**src/e1rx_pkg.sv**
```systemverilog
/*
  constants for the receive alarm, national-bit and identification registers.
  assumes one 250 MHz clock shared with the receive framer and the host port.
*/
// Function
// - end of submultiframe 1 sets bit 7 on check failure, clears otherwise
// - end of submultiframe 2 sets bit 6 on check failure, clears otherwise
// - bit 5 needs five seconds over 989 errors, no remote alarm, alignment held
// - 127 consecutive zero bit periods enter no-pulse alarm, shown in bit 4
// - leave no-pulse alarm after 127-position window starting with pulse, density 12.5%
// - bit 3 shows all ones in slot 16, re-evaluated every frame
// - bit 2 shows all-ones alarm, criteria picked by select bit at page 1 10H
// - bit 1 follows received A bit, updated each non-alignment frame
// - bit 0 shows remote alarm with continuous check errors, updated per multiframe
// - eighth identical nibble sets bit 1, latches bit five and nibble
// - bit 0 of report word set on any change between successive nibbles
// - reading report word clears latched bits and both flags; bit 2 unused
// - identification word at page 3 1FH returns fixed 8-bit code
package e1rx_pkg;
  localparam logic [7:0] PAGE_STATUS = 8'h03;
  localparam logic [7:0] PAGE_CONTROL = 8'h01;
  localparam logic [4:0] OFS_ALARM_STATUS = 5'h19;
  localparam logic [4:0] OFS_NAT_REPORT = 5'h1a;
  localparam logic [4:0] OFS_DEVICE_ID = 5'h1f;
  localparam logic [4:0] OFS_CRITERIA_CTRL = 5'h10;
  localparam int CRITERIA_BIT = 0;
  // arbitrary neutral value
  localparam logic [7:0] PART_CODE_VALUE = 8'h5c;
  localparam int BIT_SMF1 = 7;
  localparam int BIT_SMF2 = 6;
  localparam int BIT_REMOTE_GENERATOR_FAILURE = 5;
  localparam int BIT_NOPULSE = 4;
  localparam int BIT_SLOT16 = 3;
  localparam int BIT_ALL_ONES = 2;
  localparam int BIT_RAI = 1;
  localparam int BIT_RAI_CRC = 0;
  localparam int NAT_SA5_BIT = 7;
  localparam int NAT_NIB_LSB = 3;
  localparam int NAT_EIGHT_BIT = 1;
  localparam int NAT_CHANGE_BIT = 0;
  localparam logic [7:0] RESET_STATUS = 8'h00;
  localparam int NOPULSE_ZERO_RUN = 127;
  localparam int NOPULSE_WINDOW = 127;
  // 12.5% of 127 positions, rounded up to whole pulses
  localparam int NOPULSE_MIN_ONES = 16;
  localparam logic [9:0] EBIT_LIMIT = 10'h3dd;
  localparam int FAIL_SECONDS = 5;
  localparam int SAME_NIBBLES = 8;
endpackage

```
**src/e1rx_status.sv**
```systemverilog
/*
  receive alarm status, national-bit report and identification registers.
  assumes framer event pulses and host strobes are on i_clock, one cycle each.
*/
`timescale 1ns/1ps
module e1rx_status
  import e1rx_pkg::*;
#(
  parameter int SECONDS = FAIL_SECONDS,
  parameter int SAME_COUNT = SAME_NIBBLES
) (
  // clock and reset
  input wire logic i_clock,
  input wire logic i_rst_n,
  // host port
  input wire logic [7:0] i_page,
  input wire logic [4:0] i_addr,
  input wire logic i_rd_strobe,
  input wire logic i_wr_strobe,
  input wire logic [7:0] i_wdata,
  output logic [7:0] o_rdata,
  output logic o_rd_valid,
  // bit stream
  input wire logic i_bit_en,
  input wire logic i_bit,
  // submultiframe check
  input wire logic i_smf_end,
  input wire logic i_smf_second,
  input wire logic i_smf_check_fail,
  // per second
  input wire logic i_second,
  input wire logic [9:0] i_ebit_count,
  input wire logic i_align_lost,
  // frame events
  input wire logic i_frame_end,
  input wire logic i_slot16_ones,
  input wire logic i_ais_crit_a,
  input wire logic i_ais_crit_b,
  input wire logic i_nfas_frame,
  input wire logic i_a_bit,
  input wire logic i_mf_end,
  input wire logic i_rai_crc_cond,
  // national bits
  input wire logic i_nibble_valid,
  input wire logic [3:0] i_national_bit_six,
  input wire logic i_national_bit_five,
  // status out
  output logic o_alarm_criteria_select,
  output logic [7:0] o_alarm_status
);
  initial begin
    if (SECONDS < 1 || SECONDS > 7 || SAME_COUNT < 2 || SAME_COUNT > 15) begin
      $error("e1rx_status: bad counts");
    end
  end

  function automatic logic hit(input logic [7:0] page, input logic [4:0] addr,
                               input logic [7:0] pg, input logic [4:0] ofs);
    hit = (page == pg) && (addr == ofs);
  endfunction

  ////////////////////////////////////////////////////////////////////////
  logic nopulse;
  e1rx_nopulse u_nopulse (
    .i_clock(i_clock),
    .i_rst_n(i_rst_n),
    .i_bit_en(i_bit_en),
    .i_bit(i_bit),
    .o_nopulse(nopulse)
  );

  ////////////////////////////////////////////////////////////////////////
  logic smf1_r, smf1_nxt, smf2_r, smf2_nxt;
  logic slot16_r, slot16_nxt, ais_r, ais_nxt;
  logic rai_r, rai_nxt, raicrc_r, raicrc_nxt;
  logic alarm_criteria_select_r, alarm_criteria_select_nxt;
  logic [2:0] sec_cnt_r, sec_cnt_nxt;
  logic rai_seen_r, rai_seen_nxt, sync_seen_r, sync_seen_nxt;
  logic remote_generator_failure;

  always_comb begin
    smf1_nxt = smf1_r;
    smf2_nxt = smf2_r;
    slot16_nxt = slot16_r;
    ais_nxt = ais_r;
    rai_nxt = rai_r;
    raicrc_nxt = raicrc_r;
    alarm_criteria_select_nxt = alarm_criteria_select_r;
    sec_cnt_nxt = sec_cnt_r;
    rai_seen_nxt = rai_seen_r | rai_r;
    sync_seen_nxt = sync_seen_r | i_align_lost;
    if (i_smf_end && !i_smf_second) begin
      smf1_nxt = i_smf_check_fail;
    end
    if (i_smf_end && i_smf_second) begin
      smf2_nxt = i_smf_check_fail;
    end
    if (i_frame_end) begin
      slot16_nxt = i_slot16_ones;
    end
    if (i_frame_end) begin
      ais_nxt = alarm_criteria_select_r ? i_ais_crit_b : i_ais_crit_a;
    end
    if (i_nfas_frame) begin
      rai_nxt = i_a_bit;
    end
    if (i_mf_end) begin
      raicrc_nxt = i_rai_crc_cond;
    end
    if (i_wr_strobe && hit(i_page, i_addr, PAGE_CONTROL, OFS_CRITERIA_CTRL)) begin
      alarm_criteria_select_nxt = i_wdata[CRITERIA_BIT];
    end
    if (i_second) begin
      if (i_ebit_count > EBIT_LIMIT && !rai_seen_nxt && !sync_seen_nxt) begin
        sec_cnt_nxt = (sec_cnt_r == 3'(SECONDS)) ? sec_cnt_r : sec_cnt_r + 3'h1;
      end else begin
        sec_cnt_nxt = 3'h0;
      end
      rai_seen_nxt = rai_r;
      sync_seen_nxt = i_align_lost;
    end
  end

  // flag drops at once on alarm or lost alignment
  assign remote_generator_failure = (sec_cnt_r == 3'(SECONDS)) && !rai_seen_r && !rai_r && !sync_seen_r;

  always_ff @(posedge i_clock) begin
    if (!i_rst_n) begin
      smf1_r <= 1'b0;
      smf2_r <= 1'b0;
      slot16_r <= 1'b0;
      ais_r <= 1'b0;
      rai_r <= 1'b0;
      raicrc_r <= 1'b0;
      alarm_criteria_select_r <= 1'b0;
      sec_cnt_r <= 3'h0;
      rai_seen_r <= 1'b0;
      sync_seen_r <= 1'b0;
    end else begin
      smf1_r <= smf1_nxt;
      smf2_r <= smf2_nxt;
      slot16_r <= slot16_nxt;
      ais_r <= ais_nxt;
      rai_r <= rai_nxt;
      raicrc_r <= raicrc_nxt;
      alarm_criteria_select_r <= alarm_criteria_select_nxt;
      sec_cnt_r <= sec_cnt_nxt;
      rai_seen_r <= rai_seen_nxt;
      sync_seen_r <= sync_seen_nxt;
    end
  end

  logic [7:0] alarm_word;
  always_comb begin
    alarm_word = RESET_STATUS;
    alarm_word[BIT_SMF1] = smf1_r;
    alarm_word[BIT_SMF2] = smf2_r;
    alarm_word[BIT_REMOTE_GENERATOR_FAILURE] = remote_generator_failure;
    alarm_word[BIT_NOPULSE] = nopulse;
    alarm_word[BIT_SLOT16] = slot16_r;
    alarm_word[BIT_ALL_ONES] = ais_r;
    alarm_word[BIT_RAI] = rai_r;
    alarm_word[BIT_RAI_CRC] = raicrc_r;
  end

  ////////////////////////////////////////////////////////////////////////
  logic [3:0] prev_nib_r, prev_nib_nxt;
  logic prev_ok_r, prev_ok_nxt;
  logic [3:0] same_r, same_nxt;
  logic [3:0] nib_latch_r, nib_latch_nxt;
  logic sa5_latch_r, sa5_latch_nxt;
  logic eight_r, eight_nxt, change_r, change_nxt;
  logic rd_report;

  assign rd_report = i_rd_strobe && hit(i_page, i_addr, PAGE_STATUS, OFS_NAT_REPORT);

  always_comb begin
    prev_nib_nxt = prev_nib_r;
    prev_ok_nxt = prev_ok_r;
    same_nxt = same_r;
    nib_latch_nxt = nib_latch_r;
    sa5_latch_nxt = sa5_latch_r;
    eight_nxt = eight_r;
    change_nxt = change_r;
    // read clears; a set in the same cycle wins below
    if (rd_report) begin
      nib_latch_nxt = 4'h0;
      sa5_latch_nxt = 1'b0;
      eight_nxt = 1'b0;
      change_nxt = 1'b0;
    end
    if (i_nibble_valid) begin
      prev_nib_nxt = i_national_bit_six;
      prev_ok_nxt = 1'b1;
      if (prev_ok_r && i_national_bit_six != prev_nib_r) begin
        change_nxt = 1'b1;
        same_nxt = 4'h1;
      end else if (same_r != 4'(SAME_COUNT)) begin
        same_nxt = same_r + 4'h1;
        if (same_r == 4'(SAME_COUNT - 1)) begin
          eight_nxt = 1'b1;
          nib_latch_nxt = i_national_bit_six;
          sa5_latch_nxt = i_national_bit_five;
        end
      end
    end
  end

  always_ff @(posedge i_clock) begin
    if (!i_rst_n) begin
      prev_nib_r <= 4'h0;
      prev_ok_r <= 1'b0;
      same_r <= 4'h0;
      nib_latch_r <= 4'h0;
      sa5_latch_r <= 1'b0;
      eight_r <= 1'b0;
      change_r <= 1'b0;
    end else begin
      prev_nib_r <= prev_nib_nxt;
      prev_ok_r <= prev_ok_nxt;
      same_r <= same_nxt;
      nib_latch_r <= nib_latch_nxt;
      sa5_latch_r <= sa5_latch_nxt;
      eight_r <= eight_nxt;
      change_r <= change_nxt;
    end
  end

  ////////////////////////////////////////////////////////////////////////
  logic [7:0] rdata_r, rdata_nxt;
  logic rvalid_r;

  // alarm word read only samples, no state is touched
  always_comb begin
    rdata_nxt = 8'h00;
    if (hit(i_page, i_addr, PAGE_STATUS, OFS_ALARM_STATUS)) begin
      rdata_nxt = alarm_word;
    end else if (hit(i_page, i_addr, PAGE_STATUS, OFS_NAT_REPORT)) begin
      rdata_nxt = {sa5_latch_r, nib_latch_r, 1'b0, eight_r, change_r};
    end else if (hit(i_page, i_addr, PAGE_STATUS, OFS_DEVICE_ID)) begin
      rdata_nxt = PART_CODE_VALUE;
    end else if (hit(i_page, i_addr, PAGE_CONTROL, OFS_CRITERIA_CTRL)) begin
      rdata_nxt[CRITERIA_BIT] = alarm_criteria_select_r;
    end
    if (!i_rd_strobe) begin
      rdata_nxt = rdata_r;
    end
  end

  always_ff @(posedge i_clock) begin
    if (!i_rst_n) begin
      rdata_r <= 8'h00;
      rvalid_r <= 1'b0;
    end else begin
      rdata_r <= rdata_nxt;
      rvalid_r <= i_rd_strobe;
    end
  end

  assign o_rdata = rdata_r;
  assign o_rd_valid = rvalid_r;
  assign o_alarm_status = alarm_word;
  assign o_alarm_criteria_select = alarm_criteria_select_r;

  ////////////////////////////////////////////////////////////////////////
  a_smf1_update: assert property (@(posedge i_clock) disable iff (!i_rst_n)
    (i_smf_end && !i_smf_second) |=> (smf1_r == $past(i_smf_check_fail)))
    else $error("submultiframe 1 status wrong");
  a_smf2_update: assert property (@(posedge i_clock) disable iff (!i_rst_n)
    (i_smf_end && i_smf_second) |=> (smf2_r == $past(i_smf_check_fail)))
    else $error("submultiframe 2 status wrong");
  a_remote_generator_failure_needs_five: assert property (@(posedge i_clock) disable iff (!i_rst_n)
    remote_generator_failure |-> (sec_cnt_r == 3'(SECONDS) && !rai_r && !$past(i_align_lost)))
    else $error("generator failure without five seconds");
  a_slot16_frame: assert property (@(posedge i_clock) disable iff (!i_rst_n)
    (!i_frame_end ##1 1'b1) |-> $stable(slot16_r))
    else $error("slot 16 bit moved between frames");
  a_criteria_pick: assert property (@(posedge i_clock) disable iff (!i_rst_n)
    i_frame_end |=> (ais_r == ($past(alarm_criteria_select_r) ? $past(i_ais_crit_b) : $past(i_ais_crit_a))))
    else $error("all-ones alarm ignores criteria select");
  a_rai_follow: assert property (@(posedge i_clock) disable iff (!i_rst_n)
    i_nfas_frame |=> (o_alarm_status[BIT_RAI] == $past(i_a_bit)))
    else $error("remote alarm bit not updated");
  a_raicrc_mf: assert property (@(posedge i_clock) disable iff (!i_rst_n)
    i_mf_end |=> (raicrc_r == $past(i_rai_crc_cond)))
    else $error("combined alarm not updated");
  a_eight_latch: assert property (@(posedge i_clock) disable iff (!i_rst_n)
    (i_nibble_valid && same_r == 4'(SAME_COUNT - 1) && prev_ok_r && i_national_bit_six == prev_nib_r)
    |=> (eight_r && nib_latch_r == $past(i_national_bit_six)))
    else $error("eighth nibble not latched");
  a_change_set: assert property (@(posedge i_clock) disable iff (!i_rst_n)
    (i_nibble_valid && prev_ok_r && i_national_bit_six != prev_nib_r) |=> change_r)
    else $error("nibble change missed");
  a_read_clears: assert property (@(posedge i_clock) disable iff (!i_rst_n)
    (rd_report && !i_nibble_valid) |=> (!eight_r && !change_r && nib_latch_r == 4'h0 && !sa5_latch_r))
    else $error("report read did not clear");
  a_id_read: assert property (@(posedge i_clock) disable iff (!i_rst_n)
    (i_rd_strobe && hit(i_page, i_addr, PAGE_STATUS, OFS_DEVICE_ID)) |=> (o_rd_valid && o_rdata == PART_CODE_VALUE))
    else $error("identification code wrong");
  a_status_read_pure: assert property (@(posedge i_clock) disable iff (!i_rst_n)
    (i_rd_strobe && !i_smf_end && !i_frame_end && !i_nfas_frame && !i_mf_end && !i_second)
    |=> ($past(smf1_r) == smf1_r && $past(rai_r) == rai_r && $past(raicrc_r) == raicrc_r))
    else $error("status read changed state");
  c_remote_generator_failure: cover property (@(posedge i_clock) disable iff (!i_rst_n) $rose(remote_generator_failure));
  c_eight: cover property (@(posedge i_clock) disable iff (!i_rst_n) $rose(eight_r));
  c_clear: cover property (@(posedge i_clock) disable iff (!i_rst_n) eight_r ##1 rd_report ##1 !eight_r);
endmodule

```
**src/e1rx_nopulse.sv**
```systemverilog
/*
  no-pulse (loss of signal) detector on the recovered bit stream.
  assumes i_bit_en marks one received bit period, on the same clock.
*/
`timescale 1ns/1ps
module e1rx_nopulse
  import e1rx_pkg::*;
#(
  parameter int RUN_LEN = NOPULSE_ZERO_RUN,
  parameter int WIN_LEN = NOPULSE_WINDOW,
  parameter int MIN_ONES = NOPULSE_MIN_ONES
) (
  // clock and reset
  input wire logic i_clock,
  input wire logic i_rst_n,
  // bit stream
  input wire logic i_bit_en,
  input wire logic i_bit,
  // state
  output logic o_nopulse
);
  initial begin
    if (RUN_LEN < 2 || RUN_LEN > 255 || WIN_LEN < 2 || WIN_LEN > 255 || MIN_ONES > WIN_LEN) begin
      $error("e1rx_nopulse: bad lengths");
    end
  end

  logic los_r, los_nxt;
  logic win_r, win_nxt;
  logic [7:0] cnt_r, cnt_nxt;
  logic [7:0] ones_r, ones_nxt;

  always_comb begin
    los_nxt = los_r;
    win_nxt = win_r;
    cnt_nxt = cnt_r;
    ones_nxt = ones_r;
    if (i_bit_en) begin
      if (!los_r) begin
        if (i_bit) begin
          cnt_nxt = 8'h00;
        end else if (cnt_r == 8'(RUN_LEN - 1)) begin
          los_nxt = 1'b1;
          cnt_nxt = 8'h00;
          win_nxt = 1'b0;
        end else begin
          cnt_nxt = cnt_r + 8'h01;
        end
      end else if (!win_r) begin
        if (i_bit) begin
          win_nxt = 1'b1;
          cnt_nxt = 8'h01;
          ones_nxt = 8'h01;
        end
      end else begin
        cnt_nxt = cnt_r + 8'h01;
        ones_nxt = ones_r + {7'h00, i_bit};
        if (cnt_r == 8'(WIN_LEN - 1)) begin
          win_nxt = 1'b0;
          cnt_nxt = 8'h00;
          los_nxt = (ones_nxt < 8'(MIN_ONES));
        end
      end
    end
  end

  always_ff @(posedge i_clock) begin
    if (!i_rst_n) begin
      los_r <= 1'b0;
      win_r <= 1'b0;
      cnt_r <= 8'h00;
      ones_r <= 8'h00;
    end else begin
      los_r <= los_nxt;
      win_r <= win_nxt;
      cnt_r <= cnt_nxt;
      ones_r <= ones_nxt;
    end
  end

  assign o_nopulse = los_r;

  a_run_enters_los: assert property (@(posedge i_clock) disable iff (!i_rst_n)
    (!los_r && i_bit_en && !i_bit && cnt_r == 8'(RUN_LEN - 1)) |=> los_r)
    else $error("zero run did not raise no-pulse");
  a_pulse_blocks_los: assert property (@(posedge i_clock) disable iff (!i_rst_n)
    (!los_r && i_bit_en && i_bit) |=> !los_r)
    else $error("no-pulse raised on a pulse");
  a_exit_needs_window: assert property (@(posedge i_clock) disable iff (!i_rst_n)
    (los_r && !(win_r && i_bit_en && cnt_r == 8'(WIN_LEN - 1))) |=> los_r)
    else $error("no-pulse left outside window end");
  c_los_exit: cover property (@(posedge i_clock) disable iff (!i_rst_n) $fell(los_r));
endmodule

```
**config.mk**
```make
export PLATFORM = sky130hd
export DESIGN_NAME = e1rx_status
export DESIGN_NICKNAME = d
export VERILOG_FILES = /design/src/e1rx_pkg.sv /design/src/e1rx_status.sv /design/src/e1rx_nopulse.sv
export SDC_FILE = /design/constraint.sdc
export NUM_CORES = 1
export LEC_CHECK = 0
export ABC_AREA = 1
export BUFFER_PORTS_ARGS = -buffer_cell sky130_fd_sc_hd__buf_2
export CAP_MARGIN = 20
export CELL_PAD_IN_SITES_DETAIL_PLACEMENT = 0
export CELL_PAD_IN_SITES_GLOBAL_PLACEMENT = 1
export CORE_MARGIN = 1
export CORE_UTILIZATION = 38
export DETAILED_ROUTE_END_ITERATION = 6
export PLACE_DENSITY = 0.87
export SLEW_MARGIN = 20
export SYNTH_ARGS = -nofsm -noshare
export SYNTH_HDL_FRONTEND = slang
export SYNTH_HIERARCHICAL = 1
export SYNTH_SLANG_ARGS = --single-unit
export TNS_END_PERCENT = 1
```
**constraint.sdc**
```tcl
create_clock -name i_clock -period 1.5 [get_ports i_clock]
set_input_delay 0.375 -clock i_clock [delete_from_list [all_inputs] [get_ports i_clock]]
set_output_delay 0.375 -clock i_clock [all_outputs]
set_load 0.02 [all_outputs]
```
# Word-level counts from Yosys, hierarchy flattened
# Cells that the tools add are included.
dict set report word_totals {
  ff_bits 55
  inputBits 56
  out_inout_bits 18
}
dict set report op_classes {
  n_addsub 4
  order_cmp 2
  n_eq_ne 14
  muxes 47
  bitwise_logic 2
  n_reduce_logical 28
}
# op count
set ops {}
lappend ops {{8-bit 2-to-1 mux} 8}
lappend ops {{1-bit 2-to-1 mux} 29}
lappend ops {{4-bit 2-to-1 mux} 7}
lappend ops {{5-bit equality test (second input constant)} 4}
lappend ops {{1-bit logical AND} 14}
lappend ops {{10-bit > comparator (second input constant)} 1}
lappend ops {{8-bit by 1-bit adder with 8-bit output} 1}
lappend ops {{8-bit by 1-bit adder with 8-bit output (second input constant)} 1}
lappend ops {{8-bit by 1-bit equality test with 1-bit output (second input constant)} 1}
lappend ops {{8-bit by 2-bit equality test with 1-bit output (second input constant)} 1}
lappend ops {{8-bit by 7-bit equality test with 1-bit output (second input constant)} 1}
lappend ops {{8-bit by 5-bit < comparator with 1-bit output (second input constant)} 1}
lappend ops {{1-bit zero test} 6}
lappend ops {{3-bit 2-to-1 mux} 2}
lappend ops {{6-bit 2-to-1 mux} 1}
lappend ops {{2-bit AND reduction} 3}
lappend ops {{3-bit AND reduction} 2}
lappend ops {{2-bit nonzero test} 3}
lappend ops {{4-bit by 1-bit adder with 4-bit output (second input constant)} 1}
lappend ops {{4-bit by 3-bit equality test with 1-bit output (second input constant)} 1}
lappend ops {{4-bit != test} 1}
lappend ops {{4-bit != test (second input constant)} 1}
lappend ops {{3-bit by 1-bit adder with 3-bit output (second input constant)} 1}
lappend ops {{3-bit equality test (second input constant)} 1}
lappend ops {{other kinds (4)} 5}

# Depth between registers and ports, before layout
dict set report depth {
  word_depth 8
  mapped_depth 11
}

# Hierarchy
# The synthesis kept the hierarchy.
# module instances cells_per_inst area_each_um2
set by_module_without_submodules {}
lappend by_module_without_submodules {e1rx_status 1 280 2001.9}
lappend by_module_without_submodules {e1rx_nopulse 1 155 1027.2}

# Worst setup path after synthesis
# No wires, ideal clock.
dict set report synth_path {
  path_kind {reg2out}
  startpoint {register sec_cnt_r[0]}
  endpoint {output port o_alarm_status[5]}
  arrival_ns 0.939
  setup_slack_ns 0.186
  stages_incl_launch_ff 5
  n_path_buf 1
  cell_sequence {dfxtp_1 -> ha_1 -> nand2_1 -> nor3b_2 -> buf_4}
}
dict set report synth_via {
  elab_chain_len 4
}
# element line
set synth_rtl {}
lappend synth_rtl {{from (decl)} e1rx_status.sv:77} ;# logic [2:0] sec_cnt_r, sec_cnt_nxt;
lappend synth_rtl {{from (signal assigned)} e1rx_status.sv:147} ;# sec_cnt_r <= sec_cnt_nxt;
lappend synth_rtl {{3-bit equality test} e1rx_status.sv:125} ;# assign remote_generator_failure = (sec_cnt_r == 3'(SECONDS)) && !rai_seen_r && !rai_r && !sync_seen_r;
lappend synth_rtl {{1-bit logical AND (3 in series)} e1rx_status.sv:125}
lappend synth_rtl {{to (decl)} e1rx_status.sv:49} ;# output logic [7:0] o_alarm_status
# No other way between the ends.

# Worst setup path in the final report
dict set report layout_path {
  startpoint {register sec_cnt_r[1]}
  endpoint {output port o_alarm_status[5]}
}
# The elaborated chain is that of the path after synthesis.

==> impl_metrics.csv <==
group,metric,value,unit
clock_network,cts_buffers,5,
routing,remaining_drc_errors,0,
setup_path,required,1.12,ns
global_route,grt_usage,17.7,%
logic_synthesis,synthesis.area,3030,µm²
clock_network,cts_hold_buf,0,
setup_path,cp-startpoint,"sec_cnt_r[1]",
power_and_ir_drop,leakagePower,1.79,nW
logic_synthesis,ys_seq_elements,55,
worst_hold_path,min-delay-start,"i_nfas_frame",
setup_path,endpoint_kind,"primary output",
die,die_y,91.3,µm
worst_hold_path,holdPathStages,2,
die,core,7730,µm²
logic_synthesis,synth-main-ff-cell,"dfxtp_1",
die,start_util,39.2,%
placed_design,hpwlAfterDp,5160,µm
placed_design,port_buffers,65,
timing,setup_viol,2,
routing,drtAntennaViolNets,0,
setup_path,cp_max_fo,2,
clock_network,clk_pin_slew,0.11,ns
setup_path,start_kind,"register",
routing,wl,6730,µm
global_route,grt_max_degree,19,
logic_synthesis,synth_area_per_cell,6.96,µm²
flow_run,cap_violations,0,
power_and_ir_drop,vdd_ir_drop_max,0.000430,V
clock_network,numClockSinks,55,
layout,antenna-diode-count,0,
die,die_area,8330,µm²
clock_network,cts-htree-levels,2,
layout,layout.nets,578,
global_route,overflow,0,
timing,finalCritPeriodShare,110,%
placed_design,gp_congestion,0.809,
clock_network,cts_root_buf,"clkbuf_8",
clock_network,cts_tree,"built",
logic_synthesis,synthesis.nets,499,
layout,layout_commonest_cell,"nand2_1",
clock_network,cts_buffer_depth,2,
global_route,grt_antenna_before_repair,0,
setup_path,reg2reg_slack,-0.07,ns
routing,drtPass1Iterations,4,
logic_synthesis,synthCells,435,
status,violations,"negative setup slack",
routing,drtIter0Drc,78,
power_and_ir_drop,power,2.91,mW
timing,rsz0062_at_grt,"yes",
routing,viasPerCell,4.76,
status,status,"finished with violations",
timing,fin_crit,1.65,ns
logic_synthesis,synth-async-reset-ratio,0,%
timing,drv_slew,0,
placed_design,placed_area,3470,µm²
timing,relSlewSlack,61.4,%
timing,fmax,0.607,GHz
setup_path,r2r_start,"sec_cnt_r[1]",
logic_synthesis,yosysSeqAreaShare,36.3,%
layout,syn_to_final_growth,23.0,%
setup_path,worstSetupPathType,"register to primary output",
layout,final_cell_mix,"108 x nand2_1, 64 x buf_2, 51 x inv_1, 51 x dfxtp_1, 41 x nand3_1",
layout,multiInputGateArea,1650,µm²
setup_path,worstPathArrival,1.27,ns
setup_path,r2r.worst_path.cells,13,
timing,hold_viol,0,
timing,fin_worst_skew,0.00829,ns
clock_network,insertion_delay,0.31,ns
logic_synthesis,yosys_warnings,6,
routing,post_drt_wl_per_cell,10.9,µm
routing,num_vias,2939,
die,num_io_pins,74,
layout,regArea,1110,µm²
logic_synthesis,synth_edf_count,0,
global_route,grt_pass1_vias,2810,
die,die_x,91.3,µm
timing,final.setup.worst_slack,-0.148,ns
layout,drive_above_1_share,25.8,%
global_route,grt_first_pass_wirelength,12000,µm
layout,fillers,782,
power_and_ir_drop,power.density,780,nW/µm²
die,rows,32,
logic_synthesis,synth.distinct_cells,36,
layout,fin_area,3730,µm²
timing,worst_pin_slew,0.578,ns
timing,finalSetupTns,-0.216,ns
worst_hold_path,hold_path_class,"primary input to register",
==> cell families (layout without fill, tap and decap cells) <==
kind of cell	Yosys count	after routing	share of synthesized area, %
and+or+nand+nor	236	236	37.3
buffers and inverters	69	149	10.5
AOI/OAI and AO/OA	61	61	10.9
DFF	55	55	36.3
adders and majority gates	8	8	3.30
xor gates and xnor gates	6	6	1.73
==> final cells by class <==
type | instances | share of cell area (%)
Multi-Input combinational cell | 311 | 44.4
Sequential cell | 55 | 29.7
Timing Repair Buffer | 86 | 13.9
Inverter | 55 | 5.54
Tap cell | 102 | 3.43
Clock buffer | 5 | 1.85
Clock inverter | 3 | 1.28
==> routing by layer <==
layer | up-vias | track usage [%] | wire, µm
li1 | 1557 | - | -
met1 | 1323 | 21.1 | 3120
met2 | 54 | 31.3 | 3200
met4 | 0 | 4.63 | 70
met3 | 5 | 4.69 | 332
met5 | - | 0 | 0
==> worst paths after layout <==
| path | end |
|---|---|
| setup / recovery | o_alarm_status[5] |
| setup reg to reg | o_rdata[5] |
| hold reg to reg | o_rdata[3] |
| hold / removal | rai_r |
==> state kept, by name, indices dropped and copies added (netlist names), 3 cells and up <==
signal	flops
nib_latch_r	4
o_rdata	8
prev_nib_r	4
same_r	4
sec_cnt_r	3
u_nopulse/cnt_r	8
u_nopulse/ones_r	8
==> worst max-delay path: stages (launching register included) <==
cell,delay [ns]
dfxtp_2,0.34
inv_2,0.07
ha_4,0.14
nand2_4,0.05
nor3b_4,0.20
buf_6,0.15
==> cells in the mapped netlist, drive strengths merged, types with 4 or more instances <==
cell type,number,area share [%]
dfxtp,55,36
nand2,119,16
nor2,46,7.6
buf,12,3.4
nand3,45,8.3
ha,8,3.3
a21oi,36,6.1
nand4,9,1.9
nor3,6,1.2
xor2,5,1.4
o21ai,17,2.9
nand3b,4,0.99
o211ai,5,1.2
inv,55,6.8
==> power by group <==
part	internal [mW]	total, mW	switching, mW
registers	1.50	1.53	0.0308
logic	0.144	0.353	0.208
clock network	0.507	1.02	0.514
==> per-stage QoR <==
stage	hold slack [ns]	util, %	instances	setup WS [ns]
final	0.232	48.2	617	-0.148
after CTS	0.225	47.8	616	-0.154
after detailed placement	0.462	45.0	600	0.0184
after floorplan	0.442	-	435	0.186
after global placement	0.454	45.0	600	0.0145
after global routing	0.218	48.2	617	-0.216
==> what timing repair did <==
| action | CTS | global route |
|---|---|---|
| endpoints found under the setup margin | 1 | 11 |
| pin swaps | 1 | 2 |
| gates resized for setup | 13 | 8 |
| setup buffers | 8 | 1 |
Note: power is estimated with default switching activity, not from simulation.
